File: config.mk
export PLATFORM = sky130hd
export DESIGN_NAME = mmrv_memory_map
export DESIGN_NICKNAME = d
export VERILOG_FILES = /design/src/mmrv_pkg.sv /design/src/mmrv_decode.sv /design/src/mmrv_memory_map.sv
export SDC_FILE = /design/constraint.sdc
export NUM_CORES = 1
export LEC_CHECK = 0
export BUFFER_PORTS_ARGS = -buffer_cell sky130_fd_sc_hd__buf_2
export CAP_MARGIN = 10
export CELL_PAD_IN_SITES_DETAIL_PLACEMENT = 2
export CELL_PAD_IN_SITES_GLOBAL_PLACEMENT = 2
export CORE_MARGIN = 2
export CORE_UTILIZATION = 30
export DETAILED_ROUTE_END_ITERATION = 6
export MAX_ROUTING_LAYER = met4
export PLACE_DENSITY_LB_ADDON = 0.1
export SYNTH_ARGS = -nofsm -noshare
export SYNTH_HDL_FRONTEND = slang
export SYNTH_SLANG_ARGS = --single-unit
File: constraint.sdc
create_clock -name ref_clk -period 4.8 [get_ports ref_clk]
set_input_delay 1.44 -clock ref_clk [delete_from_list [all_inputs] [get_ports ref_clk]]
set_output_delay 1.44 -clock ref_clk [all_outputs]
set_load 0.01 [all_outputs]
File: src/mmrv_pkg.sv
// package: memory map, vector slots and region codes for the address decoder
package mmrv_pkg;
    localparam int          MMRV_ADDR_W      = 16;
    localparam int          MMRV_DATA_W      = 8;
    localparam logic [15:0] MMRV_VEC_BASE    = 16'h0000;
    localparam logic [15:0] MMRV_VEC_LAST    = 16'h0013;
    localparam logic [15:0] MMRV_VEC_RESET   = 16'h0000;
    localparam logic [15:0] MMRV_VEC_RESET_H = 16'h0001;
    localparam logic [15:0] MMRV_VEC_LVD     = 16'h0006;
    localparam logic [15:0] MMRV_VEC_EXT0    = 16'h0008;
    localparam logic [15:0] MMRV_VEC_EXT1    = 16'h000A;
    localparam logic [15:0] MMRV_VEC_TMR8    = 16'h000C;
    localparam logic [15:0] MMRV_VEC_TMRA    = 16'h000E;
    localparam logic [15:0] MMRV_VEC_TMRB    = 16'h0010;
    localparam logic [15:0] MMRV_VEC_ADC     = 16'h0012;
    localparam logic [15:0] MMRV_TCALL_BASE  = 16'h0040;
    localparam logic [15:0] MMRV_TCALL_LAST  = 16'h007F;
    localparam logic [15:0] MMRV_OPTION_ADDR = 16'h0080;
    localparam logic [15:0] MMRV_PROTECT_ADR = 16'h0081;
    localparam logic [15:0] MMRV_FLASH_1K    = 16'h0400;
    localparam logic [15:0] MMRV_FLASH_2K    = 16'h0800;
    localparam logic [15:0] MMRV_FLASH_4K    = 16'h1000;
    localparam logic [15:0] MMRV_RAM_BASE    = 16'hFE80;
    localparam logic [15:0] MMRV_RAM_LAST    = 16'hFEFF;
    localparam logic [15:0] MMRV_SFR_BASE    = 16'hFF00;
    localparam logic [15:0] MMRV_SFR_LAST    = 16'hFFFF;
    localparam logic [15:0] MMRV_PC_RESET    = 16'h0000;
    localparam logic [7:0]  MMRV_BYTE_ZERO   = 8'h00;
    localparam logic [15:0] MMRV_ONE         = 16'h0001;

    typedef enum logic [2:0] {
        MMRV_REG_FLASH,
        MMRV_REG_PROHIBITED,
        MMRV_REG_RAM,
        MMRV_REG_SFR
    } mmrv_region_e;

    typedef enum logic [2:0] {
        MMRV_AREA_VECTOR,
        MMRV_AREA_TCALL,
        MMRV_AREA_OPTION,
        MMRV_AREA_PROTECT,
        MMRV_AREA_PROGRAM,
        MMRV_AREA_NONE
    } mmrv_area_e;
endpackage : mmrv_pkg

File: src/mmrv_decode.sv
// address decoder: region and program-area classification of one address
module mmrv_decode
    import mmrv_pkg::*;
#(
    parameter logic [15:0] FLASH_SIZE = MMRV_FLASH_2K
) (
    input  wire logic [15:0] addr,
    output mmrv_region_e     region,
    output mmrv_area_e       area
);
    always_comb begin
        if (addr >= MMRV_SFR_BASE) begin
            region = MMRV_REG_SFR; // RQ11
        end else if (addr >= MMRV_RAM_BASE) begin
            region = MMRV_REG_RAM; // RQ10
        end else if (addr < FLASH_SIZE) begin
            region = MMRV_REG_FLASH; // RQ8
        end else begin
            region = MMRV_REG_PROHIBITED; // RQ9
        end
    end

    always_comb begin
        if (addr >= FLASH_SIZE) begin
            area = MMRV_AREA_NONE;
        end else if (addr <= MMRV_VEC_LAST) begin
            area = MMRV_AREA_VECTOR; // RQ2
        end else if (addr >= MMRV_TCALL_BASE && addr <= MMRV_TCALL_LAST) begin
            area = MMRV_AREA_TCALL; // RQ5
        end else if (addr == MMRV_OPTION_ADDR) begin
            area = MMRV_AREA_OPTION; // RQ6
        end else if (addr == MMRV_PROTECT_ADR) begin
            area = MMRV_AREA_PROTECT; // RQ7
        end else begin
            area = MMRV_AREA_PROGRAM;
        end
    end
endmodule : mmrv_decode

File: src/mmrv_memory_map.sv
// memory map, program counter and reset-vector load for the 8-bit core
// Operation
// RQ1: one flat 64 KB space with 16-bit addresses serves program and data accesses.
// RQ2: bytes 0000H to 0013H of flash hold the reset and interrupt start addresses.
// RQ3: a vector is read low byte from the even address, high byte from the next odd one.
// RQ4: slots are reset 0000H, low voltage 0006H, ext 0008H/000AH, timers 000CH-0010H, adc 0012H.
// RQ5: table-call entry addresses are fetched from 0040H to 007FH.
// RQ6: the option byte lives alone at 0080H.
// RQ7: the protect byte lives alone at 0081H.
// RQ8: flash starts at zero, sized 1024, 2048 or 4096 bytes, and the decoder follows it.
// RQ9: in the 2048-byte part, 0800H to FE7FH is a prohibited region.
// RQ10: 128 bytes of RAM at FE80H to FEFFH, also used as stack.
// RQ11: peripheral registers are decoded in FF00H to FFFFH.
// RQ12: the program counter is 16 bits and holds the next fetch address.
// RQ13: in sequence the counter advances by the fetched instruction length.
// RQ14: a branch loads the counter from an immediate or a register value.
// RQ15: on reset the counter is loaded from 0000H (low) and 0001H (high).
// RQ16: the outside system asserts reset by driving the reset pin low.
// RQ17: fetching holds while reset is low; the vector load follows release.
module mmrv_memory_map
    import mmrv_pkg::*;
#(
    parameter logic [15:0] FLASH_SIZE = MMRV_FLASH_2K
) (
    input  wire logic        ref_clk,
    input  wire logic        reset,
    input  wire logic        reset_pin_n,
    // core side
    input  wire logic        core_advance,
    input  wire logic [2:0]  core_instr_len,
    input  wire logic        core_branch,
    input  wire logic        core_branch_sel_reg,
    input  wire logic [15:0] core_branch_imm,
    input  wire logic [15:0] core_branch_reg,
    input  wire logic        core_vector_req,
    input  wire logic [15:0] core_vector_addr,
    input  wire logic        core_data_req,
    input  wire logic [15:0] core_data_addr,
    // memory side: program flash read
    output logic [15:0]      flash_addr_q,
    output logic             flash_rd_q,
    input  wire logic [7:0]  flash_rdata,
    // results
    output logic [15:0]      pc_q,
    output logic             fetch_enable_q,
    output logic             vector_valid_q,
    output logic [15:0]      vector_value_q,
    output logic             data_sel_flash_q,
    output logic             data_sel_ram_q,
    output logic             data_sel_sfr_q,
    output logic             data_prohibited_q,
    output logic             data_option_q,
    output logic             data_protect_q,
    output logic             data_tcall_q
);
    typedef enum logic [2:0] {
        MMRV_ST_HOLD,
        MMRV_ST_VLO,
        MMRV_ST_VCAP,
        MMRV_ST_VHI,
        MMRV_ST_RUN,
        MMRV_ST_IVLO,
        MMRV_ST_IVCAP,
        MMRV_ST_IVHI
    } mmrv_state_e;

    mmrv_state_e  state_q;
    logic         rst_meta_q;
    logic         rst_sync_q;
    logic [7:0]   vec_lo_q;
    logic [15:0]  vec_base_q;
    mmrv_region_e data_region;
    mmrv_area_e   data_area;
    logic [15:0]  len_ext;

    assign len_ext = {13'h0000, core_instr_len};

    // pin level crosses in through two flops before the state machine sees it
    always_ff @(posedge ref_clk) begin
        if (reset) begin
            rst_meta_q <= 1'b0;
            rst_sync_q <= 1'b0;
        end else begin
            rst_meta_q <= reset_pin_n;
            rst_sync_q <= rst_meta_q;
        end
    end

    always_ff @(posedge ref_clk) begin
        if (reset || !rst_sync_q) begin
            state_q <= MMRV_ST_HOLD; // RQ16 RQ17
        end else begin
            case (state_q)
                MMRV_ST_HOLD: state_q <= MMRV_ST_VLO; // RQ17
                MMRV_ST_VLO:  state_q <= MMRV_ST_VCAP;
                MMRV_ST_VCAP: state_q <= MMRV_ST_VHI;
                MMRV_ST_VHI:  state_q <= MMRV_ST_RUN;
                MMRV_ST_RUN: begin
                    if (core_vector_req) begin
                        state_q <= MMRV_ST_IVLO;
                    end
                end
                MMRV_ST_IVLO:  state_q <= MMRV_ST_IVCAP;
                MMRV_ST_IVCAP: state_q <= MMRV_ST_IVHI;
                MMRV_ST_IVHI: state_q <= MMRV_ST_RUN;
                default:      state_q <= MMRV_ST_HOLD;
            endcase
        end
    end

    // vector slot address, even-aligned; a non-slot request is forced to its even byte
    always_ff @(posedge ref_clk) begin
        if (reset) begin
            vec_base_q <= MMRV_VEC_RESET;
        end else if (state_q == MMRV_ST_HOLD) begin
            vec_base_q <= MMRV_VEC_RESET; // RQ15
        end else if (state_q == MMRV_ST_RUN && core_vector_req) begin
            vec_base_q <= {core_vector_addr[15:1], 1'b0}; // RQ3 RQ4
        end
    end

    // flash read address: low byte at even, high byte at following odd
    always_ff @(posedge ref_clk) begin
        if (reset) begin
            flash_addr_q <= MMRV_VEC_RESET;
            flash_rd_q   <= 1'b0;
        end else begin
            case (state_q)
                MMRV_ST_HOLD: begin
                    flash_addr_q <= MMRV_VEC_RESET; // RQ15
                    flash_rd_q   <= 1'b0;
                end
                MMRV_ST_VLO: begin
                    flash_addr_q <= MMRV_VEC_RESET_H; // RQ15
                    flash_rd_q   <= 1'b1;
                end
                MMRV_ST_RUN: begin
                    flash_addr_q <= core_vector_req ? {core_vector_addr[15:1], 1'b0} : pc_q;
                    flash_rd_q   <= 1'b1;
                end
                MMRV_ST_IVLO: begin
                    flash_addr_q <= vec_base_q | MMRV_ONE; // RQ3
                    flash_rd_q   <= 1'b1;
                end
                default: begin
                    flash_addr_q <= pc_q;
                    flash_rd_q   <= 1'b1;
                end
            endcase
        end
    end

    // address flop plus synchronous flash: a byte shows two edges after its address,
    // so low byte is caught in the capture state, high byte one edge later
    always_ff @(posedge ref_clk) begin
        if (reset) begin
            vec_lo_q <= MMRV_BYTE_ZERO;
        end else if (state_q == MMRV_ST_VCAP || state_q == MMRV_ST_IVCAP) begin
            vec_lo_q <= flash_rdata; // RQ3
        end
    end

    always_ff @(posedge ref_clk) begin
        if (reset) begin
            pc_q <= MMRV_PC_RESET;
        end else if (state_q == MMRV_ST_HOLD) begin
            pc_q <= MMRV_PC_RESET;
        end else if (state_q == MMRV_ST_VHI || state_q == MMRV_ST_IVHI) begin
            pc_q <= {flash_rdata, vec_lo_q}; // RQ15 RQ3 RQ12
        end else if (state_q == MMRV_ST_RUN && !core_vector_req) begin
            if (core_branch) begin
                pc_q <= core_branch_sel_reg ? core_branch_reg : core_branch_imm; // RQ14
            end else if (core_advance) begin
                pc_q <= pc_q + len_ext; // RQ13
            end
        end
    end

    always_ff @(posedge ref_clk) begin
        if (reset) begin
            fetch_enable_q <= 1'b0;
            vector_valid_q <= 1'b0;
            vector_value_q <= MMRV_PC_RESET;
        end else begin
            fetch_enable_q <= (state_q == MMRV_ST_RUN) && !core_vector_req; // RQ17
            vector_valid_q <= (state_q == MMRV_ST_VHI) || (state_q == MMRV_ST_IVHI);
            if (state_q == MMRV_ST_VHI || state_q == MMRV_ST_IVHI) begin
                vector_value_q <= {flash_rdata, vec_lo_q}; // RQ3
            end
        end
    end

    mmrv_decode #(
        .FLASH_SIZE (FLASH_SIZE)
    ) u_data_decode (
        .addr   (core_data_addr),
        .region (data_region),
        .area   (data_area)
    );

    // one flat 16-bit map for program and data accesses
    always_ff @(posedge ref_clk) begin
        if (reset) begin
            data_sel_flash_q  <= 1'b0;
            data_sel_ram_q    <= 1'b0;
            data_sel_sfr_q    <= 1'b0;
            data_prohibited_q <= 1'b0;
            data_option_q     <= 1'b0;
            data_protect_q    <= 1'b0;
            data_tcall_q      <= 1'b0;
        end else begin
            data_sel_flash_q  <= core_data_req && (data_region == MMRV_REG_FLASH); // RQ1 RQ8
            data_sel_ram_q    <= core_data_req && (data_region == MMRV_REG_RAM); // RQ10
            data_sel_sfr_q    <= core_data_req && (data_region == MMRV_REG_SFR); // RQ11
            data_prohibited_q <= core_data_req && (data_region == MMRV_REG_PROHIBITED); // RQ9
            data_option_q     <= core_data_req && (data_area == MMRV_AREA_OPTION); // RQ6
            data_protect_q    <= core_data_req && (data_area == MMRV_AREA_PROTECT); // RQ7
            data_tcall_q      <= core_data_req && (data_area == MMRV_AREA_TCALL); // RQ5
        end
    end
endmodule : mmrv_memory_map

# Word level (Yosys, flattened, before mapping)
# Cells that the tools add are included.
[totals] out_inout_bits=58 in_bits=83 register_bits=86 elab_cells=82
[op_classes] reduce_logical=22 addsub=1 n_lt_le_gt_ge=7 eq_ne=16 mux=18
[op_table] op="$mux W16" n=6
[op_table] op="$pmux W16 S4" n=1
[op_table] op="$eq A16 B8 Y1 const B" n=2
[op_table] op="$ge A16 B16 Y1 const B" n=2
[op_table] op="$mux W3" n=8
[op_table] op="$pmux W3 S7" n=1
[op_table] op="$eq A3 B2 Y1 const B" n=6
[op_table] op="$add A16 B3 Y16" n=1
[op_table] op="$ge A16 B12 Y1 const B" n=1
[op_table] op="$ge A16 B7 Y1 const B" n=1
[op_table] op="$le A16 B5 Y1 const B" n=1
[op_table] op="$le A16 B7 Y1 const B" n=1
[op_table] op="$lt A16 B12 Y1 const B" n=1
[op_table] op="$eq A3 B3 Y1 const B" n=4
[op_table] op="$logic_and A1 B1 Y1" n=10
[op_table] op="$eq A3 B1 Y1 const B" n=3
[op_table] op="$logic_not A3 Y1" n=2
[op_table] op="$reduce_or A2 Y1" n=2
[op_table] op="$logic_or A1 B1 Y1" n=3
[op_table] op="$reduce_bool A3 Y1" n=1
[op_table] op="$logic_not A1 Y1" n=2
[op_table] op="$mux W1" n=2
[op_table] op="$ne A2 B2 Y1 const B" n=1
[op_table] op="$reduce_and A2 Y1" n=1
[op_table] op="$reduce_bool A2 Y1" n=1

# Depth between registers and ports, before layout
# Gate-level depths: netlist (run 1).
[depth] ltp_word=8 depth_mapped=8 mapped_depth_nobuf=8

# By module
# A second synthesis (run 1) with hierarchy kept.
[unflattened] cells_unflattened=464 hier_area_um2=3905.0
[modules_own_cells] mod="mmrv_memory_map" seq_area_each_um2=1721.7 area_each_um2=3761.1 cells_per_inst=441 n_inst=1
[modules_own_cells] mod="mmrv_decode" seq_area_each_um2=0.0 area_each_um2=143.9 cells_per_inst=23 n_inst=1

# Worst setup path after synthesis (run 1)
# No wires, ideal clock.
[synth_path] path_kind="input to register" start="input port core_instr_len[0]" end="register pc_q[10]" setup_slack_ps=1737 arrival_time_ps=2948 setup_ps=116 stages=8 path_buffers=0 required_time_ps=4684 path_cell_list="ha_1 inv_1 fa_1 nand2b_1 a211oi_2 and4_1 o21ai_0 and3_1"
[synth_between] elab_chain_cells=5
[synth_lines] item="start, declared" line_no="mmrv_memory_map.sv:30" source="input wire logic [2:0] core_instr_len,"
[synth_lines] item="$add A16 B3 Y16" line_no="mmrv_memory_map.sv:174" source="pc_q <= pc_q + len_ext;"
[synth_lines] item="$mux W16" line_no="mmrv_memory_map.sv:173" source="end else if (core_advance) begin"
[synth_lines] item="$mux W16" line_no="mmrv_memory_map.sv:171" source="if (core_branch) begin"
[synth_lines] item="$mux W16" line_no="mmrv_memory_map.sv:170" source="end else if (state_q == MMRV_ST_RUN && !core_vector_req) begin"
[synth_lines] item="$mux W16" line_no="mmrv_memory_map.sv:168" source="end else if (state_q == MMRV_ST_VHI || state_q == MMRV_ST_IVHI) begin"
[synth_lines] item="end signal, assigned" line_no="mmrv_memory_map.sv:169" source="pc_q <= {flash_rdata, vec_lo_q};"
[synth_lines] item="end signal, assigned" line_no="mmrv_memory_map.sv:172" source="pc_q <= core_branch_sel_reg ? core_branch_reg : core_branch_imm;"
[synth_lines] item="end signal, assigned" line_no="mmrv_memory_map.sv:174"
[synth_lines] item="end, declared" line_no="mmrv_memory_map.sv:44" source="output logic [15:0] pc_q,"
# Every way passes these cells. The select of a mux whose other input is x is not followed.
# A chain may end at the register's enable or synchronous reset.

# Final worst setup path (run 1)
# Same ends and word-level chain as after synthesis.

==> impl_metrics.tcl, run 1 <==
set metrics [dict create \
    port_buffers 139 \
    cts_resized 0 \
    cts-buffers-inserted 9 \
    multiInputGateArea_sq_mm 0.00195 \
    cts_tree "done" \
    gp_congestion 0.740 \
    min_path_type "reg -> reg" \
    dr.pass1.iters 4 \
    postSynth.asyncResetShare 0 \
    drv_slew 0 \
    path_clk_slew_ps 60 \
    ant_nets 0 \
    final-setup-viol-count 0 \
    synth_nets 543 \
    syn2layout_area_growth_pct 28.2 \
    synth-xor-area-share 0.00911 \
    p_per_area_mw_per_mm2 295 \
    slew_headroom 0.225 \
    internal_power_mw 1.13 \
    synthMuxAreaShare 0.0475 \
    synthSimpleGateAreaFrac 0.216 \
    grt_pass1_vias 4073 \
    syn_avg_cell_area_sq_um 8.44 \
    grt_first_pass_wirelength_um 21700 \
    dp_slack_ps 1300 \
    synthAdderAreaFrac 0.0150 \
    rows 41 \
    ir_drop_v 0.000115 \
    seq_area_sq_mm 0.00172 \
    wl_met2_um 6990 \
    fillers 1464 \
    power_switching_mw 0.327 \
    io_pins 141 \
    setup_slack_ps 1640 \
    vias_per_cell 5.18 \
    mostFrequentLayoutCell "buf_2" \
    grt_usage 0.215 \
    hold_ws_ps 447 \
    grt-ovfl-total 0 \
    die_w_um 117 \
    nets 669 \
    worst_slew_pin_slew_ps 1160 \
    dp.cells 743 \
    post-route-period-util 0.659 \
    critical_path_class "in -> reg" \
    die_area_sq_mm 0.0137 \
    yosysWarnings 0 \
    pwr-share-comb 0.058 \
    pwr-share-seq 0.492 \
    required_ps 5040 \
    diodes 0 \
    status "finished, final reports clean" \
    fin_util 0.392 \
    coreArea_sq_mm 0.0126 \
    min_period_ps 3160 \
    cp-end-kind "flip-flop" \
    synth.distinct_cells 52 \
    wl_um 14000 \
    synth-compound-area-share 0.218 \
    power.leakage_nw 1.98 \
    drive_gt1_frac 0.295 \
    drt-wirelength-per-cell_um 18.4 \
    cts_sinks 86 \
    ys_ff_latch 86 \
    fin_tns_setup_ps 0 \
    cts_max_path_buffers 2 \
    synth_edf_count 0 \
    m1WireLength_um 6230 \
    start_util 0.306 \
    critPathLaunchType "input port" \
    dr.max_layer_used "met4" \
    netlist_area_sq_mm 0.00385 \
    fp.dieH_um 117 \
    grt_max_degree 48 \
    htreeDepth 3 \
    routed-wl-met3_um 626 \
    synth_top_family_by_area "compound AO/OA/AOI/OAI gates" \
    ys_seq_area_frac 0.447 \
    arrival_ps 3410 \
    drv_cap 0 \
    fmax_ghz 0.316 \
    final_cell_mix "139 x buf_2, 95 x nand2_1, 86 x dfxtp_1, 64 x a21oi_1, 30 x nor2_1" \
    synth_ff_type "dfxtp_1" \
    p_clk_frac 0.450 \
    hpwl_um 10400 \
    clockRootBuffer "clkbuf_16" \
    drt_iter0_markers 252 \
    drc_errors 0 \
    clock_latency_ps 340 \
    via_count 3926 \
    grt_antenna_before_repair 0 \
    fin_cells 758 \
    syn-instance-count 456 \
    fin_skew_ps 4.00 \
    p_sw_frac 0.225 \
    rsz0062_at_grt "no" \
    finalHoldViolCount 0 \
    cts.hold.buffers_added 0 \
    postCtsSetupBuffers 0 \
    worstPathMaxFanout 5 \
]
[critical path: stages]
cell,delay (ps)
buf_2,80
ha_1,170
inv_1,80
fa_1,390
nand2b_1,260
a211oi_2,470
and4_1,250
o21ai_0,80
and3_1,190
[final cells by class]
cell class | instances | area share
multi-input combinational | 332 | 0.395
sequential | 86 | 0.349
timing repair buffer | 145 | 0.151
clock buffer | 14 | 0.0535
tap | 172 | 0.0436
inverter | 8 | 0.00634
clock inverter | 1 | 0.00101
[kinds of logic after synthesis]
logic type,Yosys count
XOR/XNOR,4
AO/OA/AOI/OAI,128
flip-flops,86
multiplexers,18
buffers and inverters,38
AND/OR/NAND/NOR,178
adder cells (fa/ha/maj),4
[Yosys cell counts, types with 5 or more instances]
master    instances  area (sq um)
dfxtp_1          86          1720
nand2b_1          5          31.3
inv_1             7          26.3
a211oi_1          6          45.0
mux2i_1          16           160
a21oi_1          64           320
o21ai_0          15          75.1
clkbuf_1         14          52.6
buf_2            12          60.1
nor2_1           30           113
a222oi_1         15           150
nand2_1          95           357
o211ai_1          9          67.6
nand3_1          17          85.1
[per-layer routing]
metal,track usage,vias to the layer above
met5,-,-
met4,0.0565,0
met3,0.0453,12
met2,0.355,91
met1,0.267,1941
li1,-,1882
[flip-flops by register name (all words and copies together) (netlist names)]
register / flops
data_option_q: 1
data_prohibited_q: 1
data_protect_q: 1
data_sel_flash_q: 1
data_sel_ram_q: 1
data_sel_sfr_q: 1
data_tcall_q: 1
fetch_enable_q: 1
flash_addr_q: 16
flash_rd_q: 1
pc_q: 16
rst_meta_q: 1
rst_sync_q: 1
state_q: 3
vec_base_q: 15
vec_lo_q: 8
vector_valid_q: 1
vector_value_q: 16
[through the flow]
| stage | total power, mW | area [sq um] |
|---|---|---|
| after floorplan | 0.766 | 3850 |
| after global placement | 0.817 | 4650 |
| after detailed placement | 0.819 | 4660 |
| after CTS | 1.48 | 4930 |
| after global routing | 1.52 | 4930 |
| final | 1.46 | 4930 |
[worst paths after layout]
check / from / end / slack (ps) / depth (start not counted)
worst max-delay path: core_instr_len[0] / pc_q[10] / 1640 / 9
worst min-delay path: rst_meta_q / rst_sync_q / 450 / 1
worst max register to register: pc_q[0] / pc_q[10] / 2300 / 8
worst min register to register: rst_meta_q / rst_sync_q / 450 / 1
[power by group through the flow]
stage	Combinational, mW	Sequential [mW]	Clock, mW
2_1_floorplan	0.0331	0.733	0
3_5_place_dp	0.0862	0.733	0
4_1_cts	0.0866	0.717	0.675
5_1_grt	0.0933	0.717	0.708
3_3_place_gp	0.0841	0.733	0
6_report	0.0847	0.717	0.655
Power figures use the tool's default switching activity.
==> inputs of run 2 (changes only) <==
- CORE_UTILIZATION: 30 -> 28
- clock period: 4.8 -> 3.2 ns (I/O delays scaled with it)
==> run 2 against run 1 <==
Against the previous run:
- clock-buffer cell count is 4 lower
- via count is 0.38% lower
- largest cell class unchanged
- largest power group is now the clock network
- non-clock buffer count is 2 higher
- final area is 1.9% higher
- highest routed layer unchanged
- worst setup slack worse by 1000 ps
- clock skew is 2.1 ps higher
- clock power is 91% higher
- critical endpoint unchanged
- sequential cell count stayed put
- worst hold slack better by 2.0 ps
- final cell count is 0.92% higher
==> impl_metrics.tcl, run 2 (same netlist as run 1, synthesis figures left out) <==
set metrics [dict create \
    fin_skew_ps 6.09 \
    dr.max_layer_used "met4" \
    grt_usage 0.203 \
    start_util 0.288 \
    cts-buffers-inserted 9 \
    via_count 3911 \
    dr.pass1.iters 5 \
    required_ps 3450 \
    grt-ovfl-total 0 \
    rsz0062_at_grt "no" \
    clock_latency_ps 350 \
    worst_slew_pin_slew_ps 1130 \
    wl_um 14200 \
    top_regs "flash_addr_q (16), pc_q (16), vector_value_q (16)" \
    final-setup-viol-count 0 \
    final_cell_mix "139 x buf_2, 95 x nand2_1, 86 x dfxtp_1, 64 x a21oi_1, 30 x nor2_1" \
    rr_worst_depth 8 \
    dp.cells 749 \
    p_per_area_mw_per_mm2 487 \
    wl_met2_um 6520 \
    clockRootBuffer "clkbuf_16" \
    rows 42 \
    grt_max_degree 48 \
    cts_sinks 86 \
    grt_antenna_before_repair 0 \
    die_area_sq_mm 0.0147 \
    hold_depth 1 \
    path_clk_slew_ps 60 \
    finalHoldViolCount 0 \
    hpwl_um 10400 \
    drc_errors 0 \
    grt_first_pass_wirelength_um 22200 \
    ir_drop_v 0.000199 \
    drt_iter0_markers 279 \
    cp-end-kind "flip-flop" \
    ant_nets 0 \
    power_mw 2.45 \
    worstPathMaxFanout 5 \
    fp.dieH_um 121 \
    arrival_ps 2850 \
    drt-wirelength-per-cell_um 18.5 \
    seq_area_sq_mm 0.00172 \
    fin_cells 765 \
    multiInputGateArea_sq_mm 0.00195 \
    min_path_type "reg -> reg" \
    min_period_ps 2610 \
    fin_tns_setup_ps 0 \
    vias_per_cell 5.11 \
    die_w_um 121 \
    grt_pass1_vias 4060 \
    fillers 1570 \
    syn2layout_area_growth_pct 30.7 \
    diodes 0 \
    critPathLaunchType "input port" \
    port_buffers 139 \
    min-delay-start "rst_meta_q" \
    coreArea_sq_mm 0.0133 \
    m1WireLength_um 6640 \
    status "finished, final reports clean" \
    cts_resized 0 \
    fmax_ghz 0.383 \
    r2r-start "pc_q[0]" \
    gp_congestion 0.732 \
    rrSetupSlack_ps 760 \
    slew_headroom 0.240 \
    postCtsSetupBuffers 0 \
    drv_cap 0 \
    hold_end "rst_sync_q" \
    power.leakage_nw 2.03 \
    post-route-period-util 0.815 \
    drive_gt1_frac 0.304 \
    io_pins 141 \
    nets 671 \
    routed-wl-met3_um 800 \
    drv_slew 0 \
    htreeDepth 3 \
    cts_max_path_buffers 2 \
    critical_path_class "in -> reg" \
    rr_endpoint "pc_q[10]" \
    cts_tree "done" \
    mostFrequentLayoutCell "buf_2" \
    cts.hold.buffers_added 0 \
]
==> run 2: power by group <==
group,switching (mW),total (mW),internal (mW)
sequential,0.00199,1.07,1.07
combinational,0.0715,0.129,0.0574
clock,0.464,1.25,0.783
total,0.537,2.45,1.91
==> run 2: stage by stage <==
step                      setup slack [ps]  utilization  instance area, sq um  hold WS [ps]
after floorplan                        617            -                  3850           414
after global placement                 284        0.351                  4680           420
after detailed placement               242        0.351                  4680           435
after CTS                              609        0.377                  5030           457
after global routing                   463        0.377                  5030           461
final                                  592        0.377                  5030           449
==> run 2: per-layer routing <==
| metal | GRT usage | up-vias |
|---|---|---|
| met2 | 0.313 | 115 |
| met1 | 0.271 | 1899 |
| met4 | 0.0625 | 0 |
| li1 | - | 1884 |
| met3 | 0.0376 | 13 |
| met5 | - | - |
==> run 2: final cells by class <==
cell class	count	share of cell area
timing repair buffer	147	0.150
inverter	8	0.00622
multi-input combinational	332	0.388
tap	176	0.0438
clock buffer	10	0.0475
sequential	86	0.342
clock inverter	6	0.0217
==> run 2: how the worst max path moves through the flow <==
| stage | startpoint | end | slack [ps] | cells past startpoint |
|---|---|---|---|---|
| after floorplan | core_instr_len[0] | pc_q[10] | 620 | 8 |
| after global placement | core_instr_len[0] | pc_q[10] | 280 | 9 |
| after detailed placement | core_instr_len[0] | pc_q[10] | 240 | 9 |
| after CTS | core_instr_len[0] | pc_q[10] | 610 | 9 |
| after global routing | core_instr_len[0] | pc_q[10] | 460 | 9 |
| final | core_instr_len[0] | pc_q[10] | 590 | 9 |
==> run 2: worst max-delay path, cell delays in order <==
cell and delay [ps]:
buf_2 80, ha_1 160, inv_1 60, fa_1 380, nand2b_1 250, a211oi_2 450
and4_1 250, o21ai_0 70, and3_1 190
